**src/design/inv_link_pkg.sv**
```systemverilog
// Constants and carriers shared by the remote command word decoder.
// Assumes link words, request bits and core answers share one clock.
package inv_link_pkg;
    localparam int WORD_W        = 16;
    localparam int CODE_W        = 8;
    localparam int MON_ITEMS     = 6;
    localparam int EXT_LSB       = 8;
    localparam int EEPROM_CYCLES = 16;

    localparam logic [15:0] EXT_STD_A  = 16'h0000;
    localparam logic [15:0] EXT_STD_B  = 16'h0001;
    localparam logic [15:0] EXT_STD_C  = 16'h000c;
    localparam logic [7:0]  TSRC_A     = 8'h03;
    localparam logic [7:0]  TSRC_B     = 8'h05;
    localparam logic [15:0] WORD_RESET = 16'h0000;
    localparam logic [7:0]  CODE_RESET = 8'h00;

    // Master-to-device cyclic words; mon_ef carries monitor codes 5 and 6
    typedef struct packed {
        logic [WORD_W-1:0] mon_ef;
        logic [WORD_W-1:0] mon_d;
        logic [WORD_W-1:0] mon_c;
        logic [WORD_W-1:0] instr_data;
        logic [WORD_W-1:0] instr_code;
        logic [WORD_W-1:0] freq_or_torque;
        logic [WORD_W-1:0] mon_a;
    } link_cmd_s;

    typedef struct packed {
        logic monitor;
        logic volatile_wr;
        logic persistent_wr;
        logic instr_exec;
    } link_req_s;

    typedef struct packed {
        logic monitoring;
        logic volatile_done;
        logic persistent_done;
        logic instr_done;
    } link_flag_s;

    // Entry 0,1 are result words 0,1; entries 2..5 are result words 4..7
    typedef logic [MON_ITEMS-1:0][WORD_W-1:0] mon_words_t;
    typedef logic [MON_ITEMS-1:0][CODE_W-1:0] mon_codes_t;
endpackage

```
**src/design/inv_monitor_capture.sv**
```systemverilog
// Walks the six monitor codes and captures one core value per code.
// Assumes the core answers value_i combinationally for code_o.
`timescale 1ns/1ps
module inv_monitor_capture (
    input  wire logic                              clock_i,
    input  wire logic                              nrst_i,
    input  wire logic                              start_i,
    input  wire inv_link_pkg::mon_codes_t          codes_i,
    input  wire logic [inv_link_pkg::WORD_W-1:0]   value_i,
    output logic      [inv_link_pkg::CODE_W-1:0]   code_o,
    output logic                                   busy_o,
    output logic                                   done_o,
    output inv_link_pkg::mon_words_t               results_o
);
    typedef struct packed {
        logic                            busy;
        logic                            done;
        logic [2:0]                      idx;
        logic [inv_link_pkg::CODE_W-1:0] code;
        inv_link_pkg::mon_words_t        res;
    } cap_state_s;

    cap_state_s s;
    cap_state_s next_s;

    // Codes are read live; the master must hold them during a walk
    always_comb
    begin
        next_s = s;
        next_s.done = 1'b0;
        if (s.busy)
        begin
            next_s.res[s.idx] = value_i;
            if (s.idx == 3'(inv_link_pkg::MON_ITEMS - 1))
            begin
                next_s.busy = 1'b0;
                next_s.done = 1'b1;
            end
            else
            begin
                next_s.idx  = s.idx + 3'h1;
                next_s.code = codes_i[s.idx + 3'h1];
            end
        end
        else if (start_i)
        begin
            next_s.busy = 1'b1;
            next_s.idx  = 3'h0;
            next_s.code = codes_i[0];
        end
    end

    always_ff @(posedge clock_i or negedge nrst_i)
    begin
        if (!nrst_i)
            s <= '0;
        else
            s <= next_s;
    end

    assign code_o    = s.code;
    assign busy_o    = s.busy;
    assign done_o    = s.done;
    assign results_o = s.res;

    property p_walk_len;
        @(posedge clock_i) disable iff (!nrst_i)
        (start_i && !s.busy) |-> ##7 done_o;
    endproperty
    a_walk_len: assert property (p_walk_len) else $error("capture walk length wrong");

    property p_first_item;
        @(posedge clock_i) disable iff (!nrst_i)
        done_o |-> (results_o[0] == $past(value_i, 6)) && (results_o[5] == $past(value_i));
    endproperty
    a_first_item: assert property (p_first_item) else $error("monitor item misplaced");
endmodule

```
**src/design/inv_write_engine.sv**
```systemverilog
// Stores the frequency or torque word in RAM and, if asked, EEPROM copies.
// Assumes the EEPROM commit takes a fixed number of core cycles.
`timescale 1ns/1ps
module inv_write_engine #(
    parameter int EE_CYCLES = inv_link_pkg::EEPROM_CYCLES
) (
    input  wire logic                            clock_i,
    input  wire logic                            nrst_i,
    input  wire logic                            start_i,
    input  wire logic                            persist_i,
    input  wire logic                            torque_mode_i,
    input  wire logic [inv_link_pkg::WORD_W-1:0] value_i,
    output logic                                 done_o,
    output logic      [inv_link_pkg::WORD_W-1:0] freq_ram_o,
    output logic      [inv_link_pkg::WORD_W-1:0] freq_eeprom_o,
    output logic      [inv_link_pkg::WORD_W-1:0] torque_vol_o,
    output logic      [inv_link_pkg::WORD_W-1:0] torque_per_o
);
    typedef struct packed {
        logic        busy;
        logic        done;
        logic        torque;
        logic [15:0] value;
        logic [15:0] cnt;
        logic [15:0] f_ram;
        logic [15:0] f_ee;
        logic [15:0] t_vol;
        logic [15:0] t_per;
    } wr_state_s;

    wr_state_s s;
    wr_state_s next_s;

    always_comb
    begin
        next_s = s;
        next_s.done = 1'b0;
        if (s.busy)
        begin
            if (s.cnt == 16'(EE_CYCLES - 1))
            begin
                next_s.busy = 1'b0;
                next_s.done = 1'b1;
                if (s.torque)
                    next_s.t_per = s.value;
                else
                    next_s.f_ee = s.value;
            end
            else
                next_s.cnt = s.cnt + 16'h0001;
        end
        else if (start_i)
        begin
            next_s.torque = torque_mode_i;
            next_s.value  = value_i;
            next_s.cnt    = 16'h0000;
            // RAM copy is written at once, also ahead of an EEPROM commit
            if (torque_mode_i)
                next_s.t_vol = value_i;
            else
                next_s.f_ram = value_i;
            if (persist_i)
                next_s.busy = 1'b1;
            else
                next_s.done = 1'b1;
        end
    end

    always_ff @(posedge clock_i or negedge nrst_i)
    begin
        if (!nrst_i)
            s <= '0;
        else
            s <= next_s;
    end

    assign done_o        = s.done;
    assign freq_ram_o    = s.f_ram;
    assign freq_eeprom_o = s.f_ee;
    assign torque_vol_o  = s.t_vol;
    assign torque_per_o  = s.t_per;

    property p_ee_wait;
        @(posedge clock_i) disable iff (!nrst_i)
        (start_i && persist_i && !s.busy) |=> !done_o ##[1:1000] done_o;
    endproperty
    a_ee_wait: assert property (p_ee_wait) else $error("EEPROM write never finished");
endmodule

```
**src/design/inv_remote_command.sv**
```systemverilog
// Top of the remote command word decoder: requests, flags and writes.
// Assumes the fieldbus master logic shares clock_i and keeps the
// request/completion handshake; core answers arrive on the same clock.
`timescale 1ns/1ps
// Functional notes
// Monitor request captures items of codes 1 and 2 into result words 0, 1.
// Master gives set frequency in 0.01 Hz counts, 0 to 59000.
// Volatile request writes RAM only; persistent request writes RAM and EEPROM.
// Finished write sets the completion flag matching the request used.
// Word 1 is torque only for extension 0, 1, 12 and source 3 or 5.
// Torque write also updates stored torque values for RAM and EEPROM copies.
// Master loads instruction code and data before raising the execution request.
// Instruction-complete flag rises only after the instruction has executed.
// Nonzero extension setting: upper 8 bits of code are the extended setting.
// Master places the instruction's operand in write data before requesting.
// Master zeroes write data when the instruction needs none.
// Master loads codes 3, 4 then requests; device captures those items.
// Additional monitor codes return in result words four through seven.
// Monitoring flag rises after capture, drops when the request clears.
// Each completion flag rises after its work, drops with its request.
// Master holds a request until its flag, then waits for the flag to drop.
module inv_remote_command #(
    parameter int EE_CYCLES = inv_link_pkg::EEPROM_CYCLES
) (
    input  wire logic                            clock_i,
    input  wire logic                            nrst_i,
    input  wire inv_link_pkg::link_cmd_s         cmd_i,
    input  wire inv_link_pkg::link_req_s         req_i,
    input  wire logic [inv_link_pkg::WORD_W-1:0] link_extension_setting_i,
    input  wire logic [inv_link_pkg::CODE_W-1:0] torque_source_select_i,
    input  wire logic [inv_link_pkg::WORD_W-1:0] monitor_value_i,
    input  wire logic                            instr_ack_i,
    output inv_link_pkg::link_flag_s             flags_o,
    output inv_link_pkg::mon_words_t             monitor_result_o,
    output logic      [inv_link_pkg::CODE_W-1:0] monitor_code_o,
    output logic      [inv_link_pkg::WORD_W-1:0] set_freq_ram_o,
    output logic      [inv_link_pkg::WORD_W-1:0] set_freq_eeprom_o,
    output logic      [inv_link_pkg::WORD_W-1:0] torque_value_volatile_o,
    output logic      [inv_link_pkg::WORD_W-1:0] torque_value_persistent_o,
    output logic                                 instr_start_o,
    output logic      [inv_link_pkg::WORD_W-1:0] instr_code_o,
    output logic      [inv_link_pkg::WORD_W-1:0] instr_data_o,
    output logic      [inv_link_pkg::CODE_W-1:0] link_ext_param_o
);
    typedef enum logic [1:0] {
        ST_IDLE,
        ST_WRITE,
        ST_INSTR
    } main_e;

    typedef struct packed {
        main_e                           st;
        inv_link_pkg::link_flag_s        flags;
        logic                            cap_go;
        logic                            wr_go;
        logic                            wr_pers;
        logic                            wr_torque;
        logic                            start;
        logic [inv_link_pkg::WORD_W-1:0] code;
        logic [inv_link_pkg::WORD_W-1:0] data;
        logic [inv_link_pkg::CODE_W-1:0] ext;
    } top_state_s;

    top_state_s                s;
    top_state_s                next_s;
    logic                      torque_mode;
    logic                      ext_on;
    logic                      in_instr;
    logic                      cap_busy;
    logic                      cap_done;
    logic                      wr_done;
    inv_link_pkg::mon_codes_t  codes;

    // Code 1 low byte, code 2 high byte of the first select word
    assign codes[0] = cmd_i.mon_a[7:0];
    assign codes[1] = cmd_i.mon_a[15:8];
    assign codes[2] = cmd_i.mon_c[7:0];
    assign codes[3] = cmd_i.mon_d[7:0];
    assign codes[4] = cmd_i.mon_ef[7:0];
    assign codes[5] = cmd_i.mon_ef[15:8];

    assign torque_mode = ((link_extension_setting_i == inv_link_pkg::EXT_STD_A)
                       || (link_extension_setting_i == inv_link_pkg::EXT_STD_B)
                       || (link_extension_setting_i == inv_link_pkg::EXT_STD_C))
                      && ((torque_source_select_i == inv_link_pkg::TSRC_A)
                       || (torque_source_select_i == inv_link_pkg::TSRC_B));
    assign ext_on   = (link_extension_setting_i != inv_link_pkg::WORD_RESET);
    assign in_instr = (s.st == ST_INSTR);

    always_comb
    begin
        next_s = s;
        next_s.cap_go = 1'b0;
        next_s.wr_go  = 1'b0;
        next_s.start  = 1'b0;

        // Clears come first so that a same-cycle completion still wins
        if (!req_i.monitor)
            next_s.flags.monitoring = 1'b0;
        if (!req_i.volatile_wr)
            next_s.flags.volatile_done = 1'b0;
        if (!req_i.persistent_wr)
            next_s.flags.persistent_done = 1'b0;
        if (!req_i.instr_exec)
            next_s.flags.instr_done = 1'b0;

        // Capture repeats while the request stays high, keeping values fresh
        if (req_i.monitor && !cap_busy && !s.cap_go)
            next_s.cap_go = 1'b1;
        if (cap_done && req_i.monitor)
            next_s.flags.monitoring = 1'b1;

        case (s.st)
            ST_IDLE:
            begin
                // Word 1 is taken as held by the master during the write
                if (req_i.volatile_wr && !s.flags.volatile_done)
                begin
                    next_s.wr_go     = 1'b1;
                    next_s.wr_pers   = 1'b0;
                    next_s.wr_torque = torque_mode;
                    next_s.st        = ST_WRITE;
                end
                else if (req_i.persistent_wr && !s.flags.persistent_done)
                begin
                    next_s.wr_go     = 1'b1;
                    next_s.wr_pers   = 1'b1;
                    next_s.wr_torque = torque_mode;
                    next_s.st        = ST_WRITE;
                end
                else if (req_i.instr_exec && !s.flags.instr_done)
                begin
                    // Code and data are sampled at the request edge
                    next_s.start = 1'b1;
                    next_s.data  = cmd_i.instr_data;
                    if (ext_on)
                    begin
                        next_s.ext  = cmd_i.instr_code[15:inv_link_pkg::EXT_LSB];
                        next_s.code = {inv_link_pkg::CODE_RESET,
                                       cmd_i.instr_code[inv_link_pkg::EXT_LSB-1:0]};
                    end
                    else
                    begin
                        next_s.code = cmd_i.instr_code;
                    end
                    next_s.st = ST_INSTR;
                end
            end
            ST_WRITE:
            begin
                if (wr_done)
                begin
                    if (s.wr_pers)
                        next_s.flags.persistent_done = 1'b1;
                    else
                        next_s.flags.volatile_done = 1'b1;
                    next_s.st = ST_IDLE;
                end
            end
            ST_INSTR:
            begin
                if (instr_ack_i)
                begin
                    next_s.flags.instr_done = 1'b1;
                    next_s.st = ST_IDLE;
                end
            end
            default:
            begin
                next_s.st = ST_IDLE;
            end
        endcase
    end

    always_ff @(posedge clock_i or negedge nrst_i)
    begin
        if (!nrst_i)
            s <= '0;
        else
            s <= next_s;
    end

    inv_monitor_capture u_capture (
        .clock_i   (clock_i),
        .nrst_i    (nrst_i),
        .start_i   (s.cap_go),
        .codes_i   (codes),
        .value_i   (monitor_value_i),
        .code_o    (monitor_code_o),
        .busy_o    (cap_busy),
        .done_o    (cap_done),
        .results_o (monitor_result_o)
    );

    // The count range is accepted as given; 0..59000 fits the word
    inv_write_engine #(
        .EE_CYCLES (EE_CYCLES)
    ) u_writer (
        .clock_i       (clock_i),
        .nrst_i        (nrst_i),
        .start_i       (s.wr_go),
        .persist_i     (s.wr_pers),
        .torque_mode_i (s.wr_torque),
        .value_i       (cmd_i.freq_or_torque),
        .done_o        (wr_done),
        .freq_ram_o    (set_freq_ram_o),
        .freq_eeprom_o (set_freq_eeprom_o),
        .torque_vol_o  (torque_value_volatile_o),
        .torque_per_o  (torque_value_persistent_o)
    );

    assign flags_o          = s.flags;
    assign instr_start_o    = s.start;
    assign instr_code_o     = s.code;
    assign instr_data_o     = s.data;
    assign link_ext_param_o = s.ext;

    property p_vol_clear;
        @(posedge clock_i) disable iff (!nrst_i)
        (flags_o.volatile_done && !req_i.volatile_wr) |=> !flags_o.volatile_done;
    endproperty
    a_vol_clear: assert property (p_vol_clear) else $error("RAM done flag stuck");

    property p_pers_clear;
        @(posedge clock_i) disable iff (!nrst_i)
        (flags_o.persistent_done && !req_i.persistent_wr) |=> !flags_o.persistent_done;
    endproperty
    a_pers_clear: assert property (p_pers_clear) else $error("EEPROM done flag stuck");

    property p_instr_clear;
        @(posedge clock_i) disable iff (!nrst_i)
        (flags_o.instr_done && !req_i.instr_exec) |=> !flags_o.instr_done;
    endproperty
    a_instr_clear: assert property (p_instr_clear) else $error("instr flag stuck");

    // A second start would run the instruction twice for one request
    property p_start_pulse;
        @(posedge clock_i) disable iff (!nrst_i)
        instr_start_o |=> !instr_start_o;
    endproperty
    a_start_pulse: assert property (p_start_pulse) else $error("instruction started twice");

    property p_vol_set;
        @(posedge clock_i) disable iff (!nrst_i)
        $rose(flags_o.volatile_done) |-> $past(wr_done) && !$past(s.wr_pers);
    endproperty
    a_vol_set: assert property (p_vol_set) else $error("RAM done flag without write");

    property p_pers_set;
        @(posedge clock_i) disable iff (!nrst_i)
        $rose(flags_o.persistent_done) |-> $past(wr_done) && $past(s.wr_pers);
    endproperty
    a_pers_set: assert property (p_pers_set) else $error("EEPROM done flag early");

    property p_instr_done;
        @(posedge clock_i) disable iff (!nrst_i)
        $rose(flags_o.instr_done) |-> $past(instr_ack_i) && $past(in_instr);
    endproperty
    a_instr_done: assert property (p_instr_done) else $error("instruction flag early");

    property p_ext_split;
        @(posedge clock_i) disable iff (!nrst_i)
        (instr_start_o && $past(ext_on)) |-> (instr_code_o[15:8] == 8'h00)
            && (link_ext_param_o == $past(cmd_i.instr_code[15:8]));
    endproperty
    a_ext_split: assert property (p_ext_split) else $error("extended setting not split");

    property p_mon_set;
        @(posedge clock_i) disable iff (!nrst_i)
        $rose(flags_o.monitoring) |-> $past(cap_done) && $past(req_i.monitor);
    endproperty
    a_mon_set: assert property (p_mon_set) else $error("monitoring flag without capture");

    property p_mon_clear;
        @(posedge clock_i) disable iff (!nrst_i)
        (flags_o.monitoring && !req_i.monitor) |=> !flags_o.monitoring;
    endproperty
    a_mon_clear: assert property (p_mon_clear) else $error("monitoring flag stuck");

    property p_freq_path;
        @(posedge clock_i) disable iff (!nrst_i)
        (s.wr_go && !s.wr_torque) |=> (set_freq_ram_o == $past(cmd_i.freq_or_torque))
            && $stable(torque_value_volatile_o);
    endproperty
    a_freq_path: assert property (p_freq_path) else $error("frequency written as torque");

    property p_torque_copy;
        @(posedge clock_i) disable iff (!nrst_i)
        ($rose(flags_o.persistent_done) && s.wr_torque)
            |-> torque_value_persistent_o == torque_value_volatile_o;
    endproperty
    a_torque_copy: assert property (p_torque_copy) else $error("torque copies differ");
endmodule

```
**config.mk**
```make
export PLATFORM = sky130hd
export DESIGN_NAME = inv_remote_command
export DESIGN_NICKNAME = d
export VERILOG_FILES = /design/src/design/inv_link_pkg.sv /design/src/design/inv_monitor_capture.sv /design/src/design/inv_write_engine.sv /design/src/design/inv_remote_command.sv
export SDC_FILE = /design/constraint.sdc
export NUM_CORES = 1
export LEC_CHECK = 0
export ABC_CLOCK_PERIOD_IN_PS = 3550
export BUFFER_PORTS_ARGS = -buffer_cell sky130_fd_sc_hd__buf_2
export CAP_MARGIN = 20
export CORE_ASPECT_RATIO = 1.25
export CORE_MARGIN = 3
export CORE_UTILIZATION = 52
export DETAILED_ROUTE_END_ITERATION = 8
export HOLD_SLACK_MARGIN = 0.08
export PLACE_DENSITY_LB_ADDON = 0.05
export REMOVE_ABC_BUFFERS = 1
export SYNTH_ARGS = -nofsm -noshare
export SYNTH_HDL_FRONTEND = slang
export SYNTH_SLANG_ARGS = --single-unit
```
**constraint.sdc**
```tcl
create_clock -name clock_i -period 3.55 [get_ports clock_i]
set_input_delay 0.71 -clock clock_i [delete_from_list [all_inputs] [get_ports clock_i]]
set_output_delay 0.71 -clock clock_i [all_outputs]
set_load 0.01 [all_outputs]
```
==> summary.txt <==
Timing
  – Achievable Freq: ~430 MHz
  – Final Cycle Share: 65.0%
  – Setup violators final: 0
  – Slew Limit Fails: 0
  – Final critical-path required period: roughly 2.3 ns
  – Setup_tns: 0 ns
  – Tightest Pin Transition: approximately 0.86 ns
  – Fin. Hold Viols: 0
  – Rel. slew slack: 42.3%
  – Clock skew: around 0.0094 ns
  – RSZ-0062 raised after global routing: false
  – Final Worst Setup Slack: approximately 1.2 ns
  – Fin Hold WS: roughly 0.18 ns

Global route
  – Global-route wire length before repair: between 40 and 50 mm
  – Total grt overflow: 0
  – Pin count of the biggest net entering global routing: 95
  – Vias in the first global route: ~7600
  – Initial antenna violation count: 1
  – Overall fraction of global-route tracks in use: 20.1%

Cells and area
  – Fin cells: between 1000 and 1500
  – ANT cells: 0
  – Area grow syn2layout: 11.7%
  – Layout cells sized above 1: between 50% and 60%
  – Commonest non-fill, non-tap cells in the layout: buf_2 (354), dfrtp_1 (259), mux2_2 (193)
  – Final Util: approximately three fifths
  – Most common cell after layout, fill and taps aside: buf_2
  – Nets@finish: about 1300

Yosys
  – Synth area leaders: dfrtp_1 (53%), mux2_2 (18%), buf_4 (13%), nand2_1 (2.6%), mux4_2 (1.5%)
  – Seq/Total Area, Yosys: between 50% and 60%
  – Post-Synthesis Cells: ~970
  – Number of synthesized flops with an enable pin: 0
  – Mapped Area: around 12000 um^2
  – Synth Flop Type: dfrtp_1
  – Post-synth top area share: 53.4%
  – Avg Cell Area, Syn: approximately 13 um^2
  – Yosys reg bits: ~260
  – Synth warn: 0
  – FFs w/ async S/R, synth: between 90% and 100%
  – Synth cell types: between 50 and 60
  – Yosys top cell by area: dfrtp_1

Routing
  – Post-route ant nets: 0
  – Vias per cell: ~5.2
  – Avg WL per Cell: 18.3 um
  – DRC Markers: 0
  – First-pass DRT Iterations: 4
  – DR vias: 7362
  – Drt total wl: approximately 26 mm
  – 1st-iter DRT viols: 227

Power
  – Pleak: 6.81 nW
  – Peak VDD IR: 556 uV
  – Pwr Density: roughly 860 nW/um^2

CTS
  – CTS root buf: clkbuf_16
  – Post-CTS setup buffer count: 0
  – Register clock-pin slew on the reported worst setup and hold paths: around 0.060 ns
  – H-tree levels: 1
  – TritonCTS clock tree: built
  – Inserted Clock Buffers: 27
  – Post-cts resize count: 0
  – Skew-Pair Late Insertion Delay: around 0.52 ns
  – CTS Sinks: around 260
  – Clock buffer depth: 3
  – Hold-fix buffer count after cts: 0

Floorplan
  – Die W: approximately 140 um
  – Die Y-Extent: 177 um
  – Die area: roughly 25000 um^2
  – Starting Density: 53.7%
  – I/O pins: approximately 370
  – Row count: 61
  – Core Region: 22600 um^2

Placed design
  – Port-buffer cells: between 300 and 400
  – Placed Cells incl. Taps: 1377
  – Dpl ws: 0.967 ns
  – GPL Wtd Cong: 0.785
  – Hpwl dp: 18.5 mm

Critical path
  – CP Launch Type: register
  – Critical Path End Type: register
  – WP data required: 3.96 ns
  – Worst Path Arrival: 2.72 ns
  – Count of buffer and inverter cells on the critical path: 0
  – Critical-path top delay cell: o21ba_1
  – Crit path kind: register to register
  – CP max FO: 8
  – Top delay family on crit path: simple AND/OR/NAND/NOR gates
  – Worst path max stage delay: ~0.57 ns
  – Cell Chain, Critical Path: or4b_1 > or3_1 > o21ba_1 > mux2_4

Worst hold path
  – HP Class: primary input to asynchronous set/reset pin

Job
  – Max Cap Viol: 0

Status
  – Outcome: finished clean
==> Yosys cell counts (7+ instances only) <==
cell type / n
buf_4: 212
a31o_2: 9
inv_1: 8
o21ai_0: 13
mux2_2: 193
mux4_2: 8
nor3_1: 8
a22o_1: 11
clkbuf_1: 20
nor2_1: 24
mux2_4: 8
nand3_1: 17
nor4_1: 7
a21oi_1: 9
dfrtp_1: 259
buf_2: 9
nand2_1: 85
==> cells by family after synthesis <==
logic type | Yosys count | synth area share, %
compound gates | 61 | 3.64
xor+xnor | 5 | 0.361
fa+ha+maj | 3 | 0.309
buf+inv | 253 | 14.7
flops | 259 | 53.4
mux | 213 | 20.7
simple gates | 173 | 6.95
==> area by class of cell <==
cell class | count | area (um^2)
timing repair buffer | 372 | 1930
inverter | 8 | 30.0
sequential | 259 | 6480
fill | 1902 | 9020
clock buffer | 41 | 798
clock inverter | 6 | 86.3
multi-input combinational | 455 | 3880
tap | 283 | 354
==> metrics by stage <==
stage          area, um^2  power [mW]
2_1_floorplan       10400        7.13
4_1_cts             13600        11.8
5_1_grt             13600        12.4
3_3_place_gp        12700        8.85
3_5_place_dp        12700        8.95
6_report            13600        11.6
==> layer usage <==
layer / track usage [%] / routed length, um / part of all wire, %
met5: 0 / 13 / 0.050
met4: 4.40 / 529 / 2.0
met3: 6.51 / 2050 / 7.9
met2: 34.1 / 13000 / 50
met1: 25.1 / 10400 / 40
==> where the power goes <==
| group | switching [mW] | leakage [nW] | total, mW | internal [mW] |
|---|---|---|---|---|
| Sequential | 0.666 | 3.23 | 4.75 | 4.08 |
| Combinational | 2.02 | 3.15 | 4.08 | 2.06 |
| Clock | 1.11 | 0.432 | 2.80 | 1.68 |
| Total | 3.80 | 6.81 | 11.6 | 7.83 |
==> final timing paths <==
path,endpoint,slack [ns],from,depth (start not counted)
max,link_ext_param_o[1],1.24,s[50],4
min reg2reg,flags_o[3],0.47,u_capture.done_o,1
min,u_capture.code_o[0],0.18,nrst_i,1
max reg2reg,link_ext_param_o[1],1.24,s[50],4
max in group asynchronous,u_writer.freq_eeprom_o[10],2.32,nrst_i,2
min in group clock_i,flags_o[2],0.40,req_i[2],3
==> sequential cells by signal, summed over array words and instances (netlist names) <==
signal / cells
flags_o: 4
instr_code_o: 16
instr_data_o: 16
instr_start_o: 1
link_ext_param_o: 8
s: 6
u_capture.busy_o: 1
u_capture.code_o: 8
u_capture.done_o: 1
u_capture.results_o: 96
u_capture.s: 3
u_writer.done_o: 1
u_writer.freq_eeprom_o: 16
u_writer.freq_ram_o: 16
u_writer.s: 34
u_writer.torque_per_o: 16
u_writer.torque_vol_o: 16
(Power assumes the default switching activity.)
